`src/rtl/igl_pkg.sv`:
```
/*
 * igl_pkg: shared constants, encodings and carrier types for the interrupt
 * gate and load execute unit.
 * assumes a single processor clock and a word-wide memory read port.
 */
package igl_pkg;

	// instruction encodings, 12-bit register-format opcodes
	localparam logic [11:0] IGL_OPC_IRQ_CONTROL = 12'h658;
	localparam logic [11:0] IGL_OPC_IRQ_DISABLE = 12'h5b4;
	localparam logic [11:0] IGL_OPC_IRQ_ENABLE = 12'h5b5;

	// 8-bit memory-format opcodes, carried in opcode bits 11:4
	localparam logic [7:0] IGL_OPC_LOAD_SINGLE_WORD = 8'h90;
	localparam logic [7:0] IGL_OPC_LOAD_UBYTE = 8'h80;
	localparam logic [7:0] IGL_OPC_LOAD_UHALF = 8'h88;
	localparam logic [7:0] IGL_OPC_LOAD_SBYTE = 8'hc0;
	localparam logic [7:0] IGL_OPC_LOAD_SHALF = 8'hc8;
	localparam logic [7:0] IGL_OPC_LOAD_DOUBLE_WORD = 8'h98;
	localparam logic [7:0] IGL_OPC_LOAD_TRIPLE_WORD = 8'ha0;
	localparam logic [7:0] IGL_OPC_LOAD_QUAD_WORD = 8'hb0;

	// interrupt control operand values
	localparam logic [31:0] IGL_SRC1_DISABLE = 32'h0000_0000;
	localparam logic [31:0] IGL_SRC1_ENABLE = 32'h0000_0001;
	localparam logic [31:0] IGL_SRC1_STATUS = 32'h0000_0002;

	// mask bit polarity: one means interrupts are held off
	localparam logic IGL_MASK_OFF = 1'b1;
	localparam logic IGL_MASK_ON = 1'b0;
	localparam logic IGL_MASK_RST = 1'b1;

	// extension fill patterns and field positions
	localparam logic [23:0] IGL_FILL_BYTE_ZERO = 24'h000000;
	localparam logic [23:0] IGL_FILL_BYTE_ONES = 24'hffffff;
	localparam logic [15:0] IGL_FILL_HALF_ZERO = 16'h0000;
	localparam logic [15:0] IGL_FILL_HALF_ONES = 16'hffff;
	localparam int IGL_BYTE_SIGN_POS = 7;
	localparam int IGL_HALF_SIGN_POS = 15;

	// address step between consecutive words of a multi-word load
	localparam logic [31:0] IGL_WORD_STEP = 32'h0000_0004;

	typedef enum logic [3:0] {
		IGL_OP_NONE,
		IGL_OP_IRQ_CONTROL,
		IGL_OP_IRQ_DISABLE,
		IGL_OP_IRQ_ENABLE,
		IGL_OP_LOAD_SINGLE_WORD,
		IGL_OP_LOAD_UBYTE,
		IGL_OP_LOAD_UHALF,
		IGL_OP_LOAD_SBYTE,
		IGL_OP_LOAD_SHALF,
		IGL_OP_LOAD_DOUBLE_WORD,
		IGL_OP_LOAD_TRIPLE_WORD,
		IGL_OP_LOAD_QUAD_WORD
	} igl_op_t;

	typedef enum logic [2:0] {
		IGL_FLT_NONE,
		IGL_FLT_PRIVILEGE,
		IGL_FLT_OPERAND,
		IGL_FLT_UNALIGNED,
		IGL_FLT_OPCODE
	} igl_fault_code_t;

	typedef enum {
		IGL_ST_IDLE,
		IGL_ST_ORDER,
		IGL_ST_ISSUE,
		IGL_ST_READ,
		IGL_ST_FINISH
	} igl_state_t;

	typedef struct packed {
		logic [11:0] opcode;
		logic [31:0] src1;
		logic [4:0] dst;
		logic [31:0] addr;
		logic supervisor;
		logic unal_fault_en;
	} igl_cmd_t;

	typedef struct packed {
		logic en;
		logic [4:0] idx;
		logic [31:0] data;
	} igl_wb_t;

	typedef struct packed {
		logic valid;
		igl_fault_code_t code;
	} igl_fault_t;

endpackage

```
`src/rtl/igl_check.sv`:
```
/*
 * igl_check: classifies a load before it starts: how many words it moves,
 * whether its destination is legal and whether its address is misaligned.
 * assumes the operation has already been decoded from the opcode.
 */
`timescale 1ns/1ps
module igl_check (
	input wire igl_pkg::igl_op_t op_i,
	input wire logic [4:0] dst_i,
	input wire logic [31:0] addr_i,
	input wire logic unal_fault_en_i,
	output logic [2:0] words_o,
	output logic bad_dst_o,
	output logic unaligned_o
);

	// word count, register alignment and address alignment per variant
	always_comb
	begin
		words_o = 3'h1;
		bad_dst_o = 1'b0;
		unaligned_o = 1'b0;
		case (op_i)
			igl_pkg::IGL_OP_LOAD_SINGLE_WORD:
				unaligned_o = unal_fault_en_i && (addr_i[1:0] != 2'h0); // RULE15
			igl_pkg::IGL_OP_LOAD_UHALF, igl_pkg::IGL_OP_LOAD_SHALF:
				unaligned_o = unal_fault_en_i && addr_i[0];
			igl_pkg::IGL_OP_LOAD_DOUBLE_WORD:
			begin
				words_o = 3'h2; // RULE11
				bad_dst_o = dst_i[0]; // RULE14
				unaligned_o = unal_fault_en_i && (addr_i[2:0] != 3'h0); // RULE16
			end
			igl_pkg::IGL_OP_LOAD_TRIPLE_WORD:
			begin
				words_o = 3'h3; // RULE11
				bad_dst_o = (dst_i[1:0] != 2'h0); // RULE14
				unaligned_o = unal_fault_en_i && (addr_i[3:0] != 4'h0); // RULE16
			end
			igl_pkg::IGL_OP_LOAD_QUAD_WORD:
			begin
				words_o = 3'h4; // RULE11
				bad_dst_o = (dst_i[1:0] != 2'h0); // RULE14
				unaligned_o = unal_fault_en_i && (addr_i[3:0] != 4'h0); // RULE16
			end
			default:
				words_o = 3'h1;
		endcase
	end

endmodule

```
`src/rtl/igl_exec_unit.sv`:
```
/*
 * igl_exec_unit: executes the global interrupt gate instructions and the
 * memory load family for one issued instruction at a time.
 * assumes the pipeline holds a command until busy_o is low, the memory
 * answers each held request with exactly one mem_ack_i pulse, and the
 * register file takes one write per cycle from wb_o.
 * the unaligned-address fault of a load is reported after its registers were written.
 *
// Summary of operation
// RULE1: disable instruction sets mask bit to one
// RULE2: enable instruction clears mask bit to zero
// RULE3: non-supervisor gate instruction raises privilege fault
// RULE4: mask zero enables, mask one disables interrupts
// RULE5: control operand 0,1,2 valid, else operand fault
// RULE6: control writes prior enable state to destination
// RULE7: load from address into destination and followers
// RULE8: byte/half loads sign or zero extend
// RULE9: unsigned byte load zeroes bits 31:8
// RULE10: signed byte load copies bit 7 upward
// RULE11: word loads move 4,8,12,16 bytes
// RULE12: software names even register for double loads
// RULE13: software names multiple-of-four register for triple/quad
// RULE14: misaligned destination register faults, nothing written
// RULE15: misaligned single-word address faults when enabled
// RULE16: misaligned double/triple/quad address faults when enabled
 */
`timescale 1ns/1ps
module igl_exec_unit (
	input wire logic clk_i,
	input wire logic srst_i,
	input wire logic cmd_valid_i,
	input wire igl_pkg::igl_cmd_t cmd_i,
	output logic busy_o,
	output logic mem_req_o,
	output logic [31:0] mem_addr_o,
	input wire logic mem_ack_i,
	input wire logic [31:0] mem_rdata_i,
	output igl_pkg::igl_wb_t wb_o,
	output logic done_o,
	output igl_pkg::igl_fault_t fault_o,
	output logic irq_mask_o
);

	// whole state of the unit lives in one record
	typedef struct packed {
		igl_pkg::igl_state_t state;
		logic mask;
		igl_pkg::igl_op_t op;
		logic [4:0] dst;
		logic [31:0] addr;
		logic [2:0] beat;
		logic [2:0] words;
		logic unal_pend;
		logic mem_req;
		igl_pkg::igl_wb_t wb;
		logic done;
		igl_pkg::igl_fault_t fault;
		logic busy;
	} igl_regs_t;

	igl_regs_t st_r;
	igl_regs_t st_nxt;
	igl_pkg::igl_op_t cmd_op;
	logic [2:0] chk_words;
	logic chk_bad_dst;
	logic chk_unaligned;
	logic [31:0] ext_data;
	logic beat_last;
	logic cmd_take;
	logic prior_en;

	// opcode to operation; memory-format opcodes use the upper eight bits
	function automatic igl_pkg::igl_op_t igl_decode(input logic [11:0] opc);
		igl_pkg::igl_op_t op;
		op = igl_pkg::IGL_OP_NONE;
		if (opc == igl_pkg::IGL_OPC_IRQ_CONTROL)
			op = igl_pkg::IGL_OP_IRQ_CONTROL;
		else if (opc == igl_pkg::IGL_OPC_IRQ_DISABLE)
			op = igl_pkg::IGL_OP_IRQ_DISABLE;
		else if (opc == igl_pkg::IGL_OPC_IRQ_ENABLE)
			op = igl_pkg::IGL_OP_IRQ_ENABLE;
		else
		begin
			case (opc[11:4])
				igl_pkg::IGL_OPC_LOAD_SINGLE_WORD: op = igl_pkg::IGL_OP_LOAD_SINGLE_WORD;
				igl_pkg::IGL_OPC_LOAD_UBYTE: op = igl_pkg::IGL_OP_LOAD_UBYTE;
				igl_pkg::IGL_OPC_LOAD_UHALF: op = igl_pkg::IGL_OP_LOAD_UHALF;
				igl_pkg::IGL_OPC_LOAD_SBYTE: op = igl_pkg::IGL_OP_LOAD_SBYTE;
				igl_pkg::IGL_OPC_LOAD_SHALF: op = igl_pkg::IGL_OP_LOAD_SHALF;
				igl_pkg::IGL_OPC_LOAD_DOUBLE_WORD: op = igl_pkg::IGL_OP_LOAD_DOUBLE_WORD;
				igl_pkg::IGL_OPC_LOAD_TRIPLE_WORD: op = igl_pkg::IGL_OP_LOAD_TRIPLE_WORD;
				igl_pkg::IGL_OPC_LOAD_QUAD_WORD: op = igl_pkg::IGL_OP_LOAD_QUAD_WORD;
				default: op = igl_pkg::IGL_OP_NONE;
			endcase
		end
		return op;
	endfunction

	// true for the three interrupt gate instructions
	function automatic logic igl_is_gate(input igl_pkg::igl_op_t op);
		return (op == igl_pkg::IGL_OP_IRQ_CONTROL) || (op == igl_pkg::IGL_OP_IRQ_DISABLE) ||
			(op == igl_pkg::IGL_OP_IRQ_ENABLE);
	endfunction

	// legal first operand of the interrupt control instruction
	function automatic logic igl_ctl_ok(input logic [31:0] src1);
		return (src1 == igl_pkg::IGL_SRC1_DISABLE) || (src1 == igl_pkg::IGL_SRC1_ENABLE) ||
			(src1 == igl_pkg::IGL_SRC1_STATUS);
	endfunction

	// fault record of a valid bit and a fault code, used at every completion point
	function automatic igl_pkg::igl_fault_t igl_fault(input igl_pkg::igl_fault_code_t code);
		igl_pkg::igl_fault_t f;
		f.valid = (code != igl_pkg::IGL_FLT_NONE);
		f.code = code;
		return f;
	endfunction

	assign cmd_op = igl_decode(cmd_i.opcode);
	assign beat_last = ((st_r.beat + 3'h1) == st_r.words);
	// commands are looked at only in idle; one offered while busy is dropped, not queued
	assign cmd_take = cmd_valid_i && (st_r.state == igl_pkg::IGL_ST_IDLE);
	// enable state before this instruction, inverted from the mask polarity
	assign prior_en = (st_r.mask == igl_pkg::IGL_MASK_ON); // RULE4 RULE6

	// load classification from the issued command
	igl_check u_check (
		.op_i(cmd_op),
		.dst_i(cmd_i.dst),
		.addr_i(cmd_i.addr),
		.unal_fault_en_i(cmd_i.unal_fault_en),
		.words_o(chk_words),
		.bad_dst_o(chk_bad_dst),
		.unaligned_o(chk_unaligned)
	);

	// widening of each returned word for the active variant
	igl_extend u_extend (
		.op_i(st_r.op),
		.word_i(mem_rdata_i),
		.data_o(ext_data)
	);

	// next-state logic; single-cycle strobes fall back to idle values
	always_comb
	begin
		st_nxt = st_r;
		st_nxt.wb.en = 1'b0;
		st_nxt.done = 1'b0;
		st_nxt.fault = igl_fault(igl_pkg::IGL_FLT_NONE);
		// writes and completion appear one cycle after their cause, straight from the register
		case (st_r.state)
			igl_pkg::IGL_ST_IDLE:
			begin
				if (cmd_take)
				begin
					st_nxt.op = cmd_op;
					st_nxt.dst = cmd_i.dst;
					st_nxt.addr = cmd_i.addr;
					st_nxt.beat = 3'h0;
					st_nxt.words = chk_words;
					st_nxt.unal_pend = chk_unaligned;
					if (cmd_op == igl_pkg::IGL_OP_NONE)
					begin
						// unknown opcodes finish at once with their own fault
						st_nxt.done = 1'b1;
						st_nxt.fault = igl_fault(igl_pkg::IGL_FLT_OPCODE);
					end
					else if (igl_is_gate(cmd_op))
					begin
						// privilege is judged before the operand, so a user never moves the mask
						if (!cmd_i.supervisor)
						begin
							st_nxt.done = 1'b1; // RULE3
							st_nxt.fault = igl_fault(igl_pkg::IGL_FLT_PRIVILEGE); // RULE3
						end
						else if (cmd_op == igl_pkg::IGL_OP_IRQ_DISABLE)
						begin
							st_nxt.mask = igl_pkg::IGL_MASK_OFF; // RULE1 RULE4
							st_nxt.busy = 1'b1;
							st_nxt.state = igl_pkg::IGL_ST_ORDER; // RULE1
						end
						else if (cmd_op == igl_pkg::IGL_OP_IRQ_ENABLE)
						begin
							st_nxt.mask = igl_pkg::IGL_MASK_ON; // RULE2 RULE4
							st_nxt.busy = 1'b1;
							st_nxt.state = igl_pkg::IGL_ST_ORDER; // RULE2
						end
						else if (igl_ctl_ok(cmd_i.src1)) // RULE5
						begin
							// prior state is captured before the mask moves
							st_nxt.wb.en = 1'b1; // RULE6
							st_nxt.wb.idx = cmd_i.dst;
							st_nxt.wb.data = {31'h0, prior_en}; // RULE6 RULE4
							if (cmd_i.src1 == igl_pkg::IGL_SRC1_DISABLE)
								st_nxt.mask = igl_pkg::IGL_MASK_OFF; // RULE5 RULE1
							else if (cmd_i.src1 == igl_pkg::IGL_SRC1_ENABLE)
								st_nxt.mask = igl_pkg::IGL_MASK_ON; // RULE5 RULE2
							st_nxt.busy = 1'b1;
							st_nxt.state = igl_pkg::IGL_ST_ORDER;
						end
						else
						begin
							st_nxt.done = 1'b1; // RULE5
							st_nxt.fault = igl_fault(igl_pkg::IGL_FLT_OPERAND); // RULE5
						end
					end
					else if (chk_bad_dst)
					begin
						// no memory access and no register write
						st_nxt.done = 1'b1; // RULE14
						st_nxt.fault = igl_fault(igl_pkg::IGL_FLT_OPERAND); // RULE14
					end
					else
					begin
						st_nxt.mem_req = 1'b1; // RULE7
						st_nxt.busy = 1'b1;
						st_nxt.state = igl_pkg::IGL_ST_READ;
					end
				end
			end
			igl_pkg::IGL_ST_ORDER:
			begin
				// one cycle with the new mask visible before completion
				st_nxt.done = 1'b1; // RULE1 RULE2
				st_nxt.busy = 1'b0;
				st_nxt.state = igl_pkg::IGL_ST_IDLE;
			end
			igl_pkg::IGL_ST_ISSUE:
			begin
				// request drops for a cycle between beats so each ack pairs with one beat
				st_nxt.mem_req = 1'b1;
				st_nxt.state = igl_pkg::IGL_ST_READ;
			end
			igl_pkg::IGL_ST_READ:
			begin
				// address steps only on an accepted beat, so a slow memory sees it stable
				if (mem_ack_i)
				begin
					st_nxt.mem_req = 1'b0;
					st_nxt.wb.en = 1'b1; // RULE7
					st_nxt.wb.idx = st_r.dst + {2'h0, st_r.beat}; // RULE7 RULE11
					st_nxt.wb.data = ext_data; // RULE8
					st_nxt.beat = st_r.beat + 3'h1;
					st_nxt.addr = st_r.addr + igl_pkg::IGL_WORD_STEP; // RULE11
					if (beat_last)
						st_nxt.state = igl_pkg::IGL_ST_FINISH;
					else
						st_nxt.state = igl_pkg::IGL_ST_ISSUE;
				end
			end
			igl_pkg::IGL_ST_FINISH:
			begin
				// misalignment is reported after the data has landed
				st_nxt.done = 1'b1;
				if (st_r.unal_pend)
					st_nxt.fault = igl_fault(igl_pkg::IGL_FLT_UNALIGNED); // RULE15 RULE16
				st_nxt.busy = 1'b0;
				st_nxt.state = igl_pkg::IGL_ST_IDLE;
			end
			default:
			begin
				// an unreachable state falls back to idle with no request left standing
				st_nxt.state = igl_pkg::IGL_ST_IDLE;
				st_nxt.busy = 1'b0;
				st_nxt.mem_req = 1'b0;
			end
		endcase
	end

	// state register with synchronous reset
	always_ff @(posedge clk_i)
	begin
		if (srst_i)
		begin
			st_r.state <= igl_pkg::IGL_ST_IDLE;
			st_r.mask <= igl_pkg::IGL_MASK_RST; // RULE4
			st_r.op <= igl_pkg::IGL_OP_NONE;
			st_r.dst <= 5'h00;
			st_r.addr <= 32'h0000_0000;
			st_r.beat <= 3'h0;
			st_r.words <= 3'h0;
			st_r.unal_pend <= 1'b0;
			st_r.mem_req <= 1'b0;
			st_r.wb <= '0;
			st_r.done <= 1'b0;
			st_r.fault <= igl_fault(igl_pkg::IGL_FLT_NONE);
			st_r.busy <= 1'b0;
		end
		else
			st_r <= st_nxt;
	end

	// every output is a field of the state register
	assign busy_o = st_r.busy;
	assign mem_req_o = st_r.mem_req;
	assign mem_addr_o = st_r.addr;
	assign wb_o = st_r.wb;
	assign done_o = st_r.done;
	assign fault_o = st_r.fault;
	assign irq_mask_o = st_r.mask; // RULE4

endmodule

```
`src/rtl/igl_extend.sv`:
```
/*
 * igl_extend: widens a fetched memory word to a register value according
 * to the load variant.
 * assumes the first byte at the address sits in bits 7:0 of the word.
 */
`timescale 1ns/1ps
module igl_extend (
	input wire igl_pkg::igl_op_t op_i,
	input wire logic [31:0] word_i,
	output logic [31:0] data_o
);

	// byte and half loads widen by sign or zero, words pass through
	always_comb
	begin
		case (op_i)
			igl_pkg::IGL_OP_LOAD_UBYTE:
				data_o = {igl_pkg::IGL_FILL_BYTE_ZERO, word_i[7:0]}; // RULE8 RULE9
			igl_pkg::IGL_OP_LOAD_SBYTE:
				if (word_i[igl_pkg::IGL_BYTE_SIGN_POS])
					data_o = {igl_pkg::IGL_FILL_BYTE_ONES, word_i[7:0]}; // RULE10
				else
					data_o = {igl_pkg::IGL_FILL_BYTE_ZERO, word_i[7:0]}; // RULE10
			igl_pkg::IGL_OP_LOAD_UHALF:
				data_o = {igl_pkg::IGL_FILL_HALF_ZERO, word_i[15:0]}; // RULE8
			igl_pkg::IGL_OP_LOAD_SHALF:
				if (word_i[igl_pkg::IGL_HALF_SIGN_POS])
					data_o = {igl_pkg::IGL_FILL_HALF_ONES, word_i[15:0]}; // RULE8
				else
					data_o = {igl_pkg::IGL_FILL_HALF_ZERO, word_i[15:0]}; // RULE8
			default:
				data_o = word_i;
		endcase
	end

endmodule

```
`config.mk`:
```
export PLATFORM = sky130hd
export DESIGN_NAME = igl_exec_unit
export DESIGN_NICKNAME = d
export VERILOG_FILES = /design/src/rtl/igl_pkg.sv /design/src/rtl/igl_check.sv /design/src/rtl/igl_exec_unit.sv /design/src/rtl/igl_extend.sv
export SDC_FILE = /design/constraint.sdc
export NUM_CORES = 1
export LEC_CHECK = 0
export ABC_AREA = 1
export BUFFER_PORTS_ARGS = -buffer_cell sky130_fd_sc_hd__buf_4
export CORE_MARGIN = 2
export CORE_UTILIZATION = 54
export CTS_BUF_LIST = sky130_fd_sc_hd__clkbuf_8
export CTS_CLUSTER_SIZE = 12
export DETAILED_ROUTE_END_ITERATION = 6
export GPL_ROUTABILITY_DRIVEN = 0
export GPL_TIMING_DRIVEN = 0
export PLACE_DENSITY = 0.84
export SETUP_SLACK_MARGIN = 0.15
export SLEW_MARGIN = 20
export SYNTH_ARGS = -nofsm -noshare
export SYNTH_HDL_FRONTEND = slang
export SYNTH_SLANG_ARGS = --single-unit
```
`constraint.sdc`:
```
create_clock -name clk_i -period 1.9 [get_ports clk_i]
set_input_delay 0.095 -clock clk_i [delete_from_list [all_inputs] [get_ports clk_i]]
set_output_delay 0.095 -clock clk_i [all_outputs]
set_load 0.05 [all_outputs]
```
==> impl_metrics.ini <==
[place]
portBuffers = 195
dp_hpwl_um = 14500
post-place-ws_ns = -0.179
dp_cells = 1273

[clock_tree]
clockBufferDepth = 2
cts.htree.levels = 3
cts_tree = yes
cts.sinks = 97
insertion_delay_ns = 0.38
cts-root-buf = clkbuf_8
cts_buffers = 9
path_clk_slew_ns = 0.09

[timing]
skew_ns = 0.0121
hold_viol_final = 0
tightestPinTransition_ns = 0.747
fmax_mhz = 541
rsz0062_at_grt = true
fin_crit_ns = 1.85
setup_viol = 0
maxSlewViolCount = 0
max-slew-margin-rel_pct = 50.2
setup_ws_ns = 0.0528
post-route-period-util_pct = 97.2

[synth]
avgSynthCellArea_sq_um = 6.76
syn_area_sq_um = 6320
ys_ff_latch = 97
synth_cell_types = 46
synth_edf_count = 0
synth.area.top_cells = dfxtp_1, nand2_1, buf_4, a21oi_1, inv_1
synth_top_flop_cell = dfxtp_1
yosysMostFrequentCell = nand2_1
synthTopCellsByCount = nand2_1, dfxtp_1, inv_1
syn-num-nets = 1060
yosysSeqAreaShare_pct = 30.7
yosys_warnings = 0
yosysTopAreaCell = dfxtp_1
synth_cells = 935
synthArstFlopShare_pct = 0
synth_top_area_share_pct = 30.7

[worst_hold_path]
hold_depth = 3
min_path_type = in -> reg
whs_endpoint = wb_o[2]
hold_path.startpoint = mem_rdata_i[2]

[global_routing]
grt_max_degree = 18
overflow = 0
antenna_found_initial = 0
grt_first_pass_wirelength_um = 30900
grtUsageTotal_pct = 29.7
grt_pass1_vias = 6691

[layout]
drive_gt1_share_pct = 36.7
fillers = 855
final_cells = 1326
layout.nets = 1304
n_antenna_cell = 0
synthToLayoutAreaGrowth_pct = 39.8

[critical_path]
regToRegStartpoint = mem_addr_o[2]
critPathLaunchType = flip-flop
r2r_end = mem_addr_o[20]
required_ns = 2.20
r2r_slack_ns = 0.05
arrival_ns = 2.14
critPathMaxFanout = 5
path_class = reg -> reg
r2r_cells = 9
cp-end-kind = flip-flop

[floorplan]
die_x_um = 112
rows = 39
ios = 197
die_y_um = 112
core_area_sq_um = 11400
initial_core_util_pct = 55.4
die_area_sq_um = 12600

[detailed_routing]
viasPerCell = 5.52
drtIter0Drc = 672
post_drt_wl_per_cell_um = 15.6
vias = 7324
ant_nets = 0
dr.pass1.iters = 5
drc_errors = 0
routed_wl_um = 20700

[pwr]
power_density_nw_per_um2 = 537
power_leakage_uw = 0.00406
ir_worst_vdd_uv = 336

[outcome]
outcome = finished, final reports clean

[job]
drv_cap = 0
[per-stage QoR]
step / hold slack, ns / util, % / cell area (sq um) / power, uW / setup TNS (ns)
2_1_floorplan: 0.205 / - / 6320 / 2810 / 0
3_3_place_gp: 0.293 / 69.7 / 7960 / 3210 / -0.438
3_5_place_dp: 0.298 / 69.7 / 7960 / 3220 / -0.754
4_1_cts: 0.00824 / 74.8 / 8540 / 4670 / 0
5_1_grt: 0.0188 / 77.4 / 8840 / 4910 / -0.0150
6_report: 0.0108 / 77.4 / 8840 / 4750 / 0
[cells in the final DEF, fill, tap and decap left out, drive strengths merged, types with 2 or more instances in the layout]
cell | netlist | final
o21ai | 76 | 76
clkinvlp | 0 | 4
o21a | 3 | 3
nand4 | 23 | 23
xor2 | 10 | 10
inv | 100 | 101
or2 | 3 | 3
nand2 | 195 | 195
dlygate4sd3 | 0 | 25
nor3 | 14 | 14
nand3b | 2 | 2
dfxtp | 97 | 97
o21bai | 2 | 2
a31oi | 8 | 8
nor4 | 4 | 4
clkbuf | 11 | 23
o211ai | 3 | 3
ha | 5 | 5
o22ai | 3 | 3
nor2 | 93 | 93
o31ai | 3 | 3
a32o | 5 | 5
a21oi | 73 | 73
buf | 97 | 302
xnor2 | 3 | 3
a22o | 4 | 4
nand3 | 91 | 91
[per-layer routing]
metal / vias up / part of all wire [%] / track usage [%] / wire length (um)
met2: 398 / 47 / 50.7 / 9740
met1: 3335 / 40 / 37.9 / 8220
met4: 0 / 4.2 / 11.6 / 870
met5: - / 0 / 0 / 0
met3: 81 / 8.8 / 4.59 / 1820
li1: 3510 / - / - / -
[cell families after synthesis]
family | after synthesis | share of synthesized area (%)
adder cells (fa/ha/maj) | 6 | 1.31
flip-flops | 97 | 30.7
XOR/XNOR | 13 | 1.80
AND/OR/NAND/NOR | 428 | 32.3
AO/OA/AOI/OAI | 183 | 16.2
buffers and inverters | 208 | 17.7
[worst max-delay path, stage by stage, from the launching register on]
cell	delay, ns
dfxtp_4	0.39
ha_4	0.17
nand2_4	0.08
nor2_4	0.16
nand3_4	0.14
nor3_4	0.20
nand3_1	0.21
a21oi_1	0.19
o21ai_0	0.11
a31oi_1	0.14
[worst max path at each step]
| stage | from | endpoint | slack, ns |
|---|---|---|---|
| floorplan | mem_addr_o[2] | mem_addr_o[22] | 0.24 |
| global placement | mem_addr_o[2] | mem_addr_o[22] | -0.17 |
| detailed placement | mem_addr_o[2] | mem_addr_o[22] | -0.18 |
| CTS | mem_addr_o[2] | mem_addr_o[22] | 0.1 |
| global route | mem_addr_o[12] | mem_addr_o[19] | -0.01 |
| finish | mem_addr_o[2] | mem_addr_o[20] | 0.05 |
[registers in the layout, summed over array words and instances, names as in the netlist]
name        flops
wb_o           38
st_r           19
irq_mask_o      1
mem_addr_o     32
done_o          1
fault_o         4
mem_req_o       1
busy_o          1
[where the power goes]
part | total, uW | switching, uW | internal, uW | leakage [uW]
Combinational | 1120 | 646 | 478 | 0.00317
Clock | 1430 | 804 | 625 | 0.0000958
Sequential | 2190 | 87.9 | 2110 | 0.000799
[cell type report]
cell class / count / area [sq um] / area share [%]
multi-input cells: 630 / 3490 / 39.5
flip-flops and latches: 97 / 1980 / 22.4
repair buffers: 233 / 1810 / 20.5
plain buffers: 108 / 785 / 8.88
inverters: 100 / 388 / 4.39
well taps: 143 / 179 / 2.02
clock buffers: 9 / 124 / 1.40
clock inverters: 6 / 76.3 / 0.864
[timing repair]
item | in CTS | in global routing
hold buffers | 25 | 0
endpoints found under the hold margin | 25 | 0
endpoints found under the setup margin | 83 | 79
buffers inserted | 4 | 9
pin swaps | 3 | 10
resized for setup | 27 | 85
Note: power is estimated with default switching activity, not from simulation.
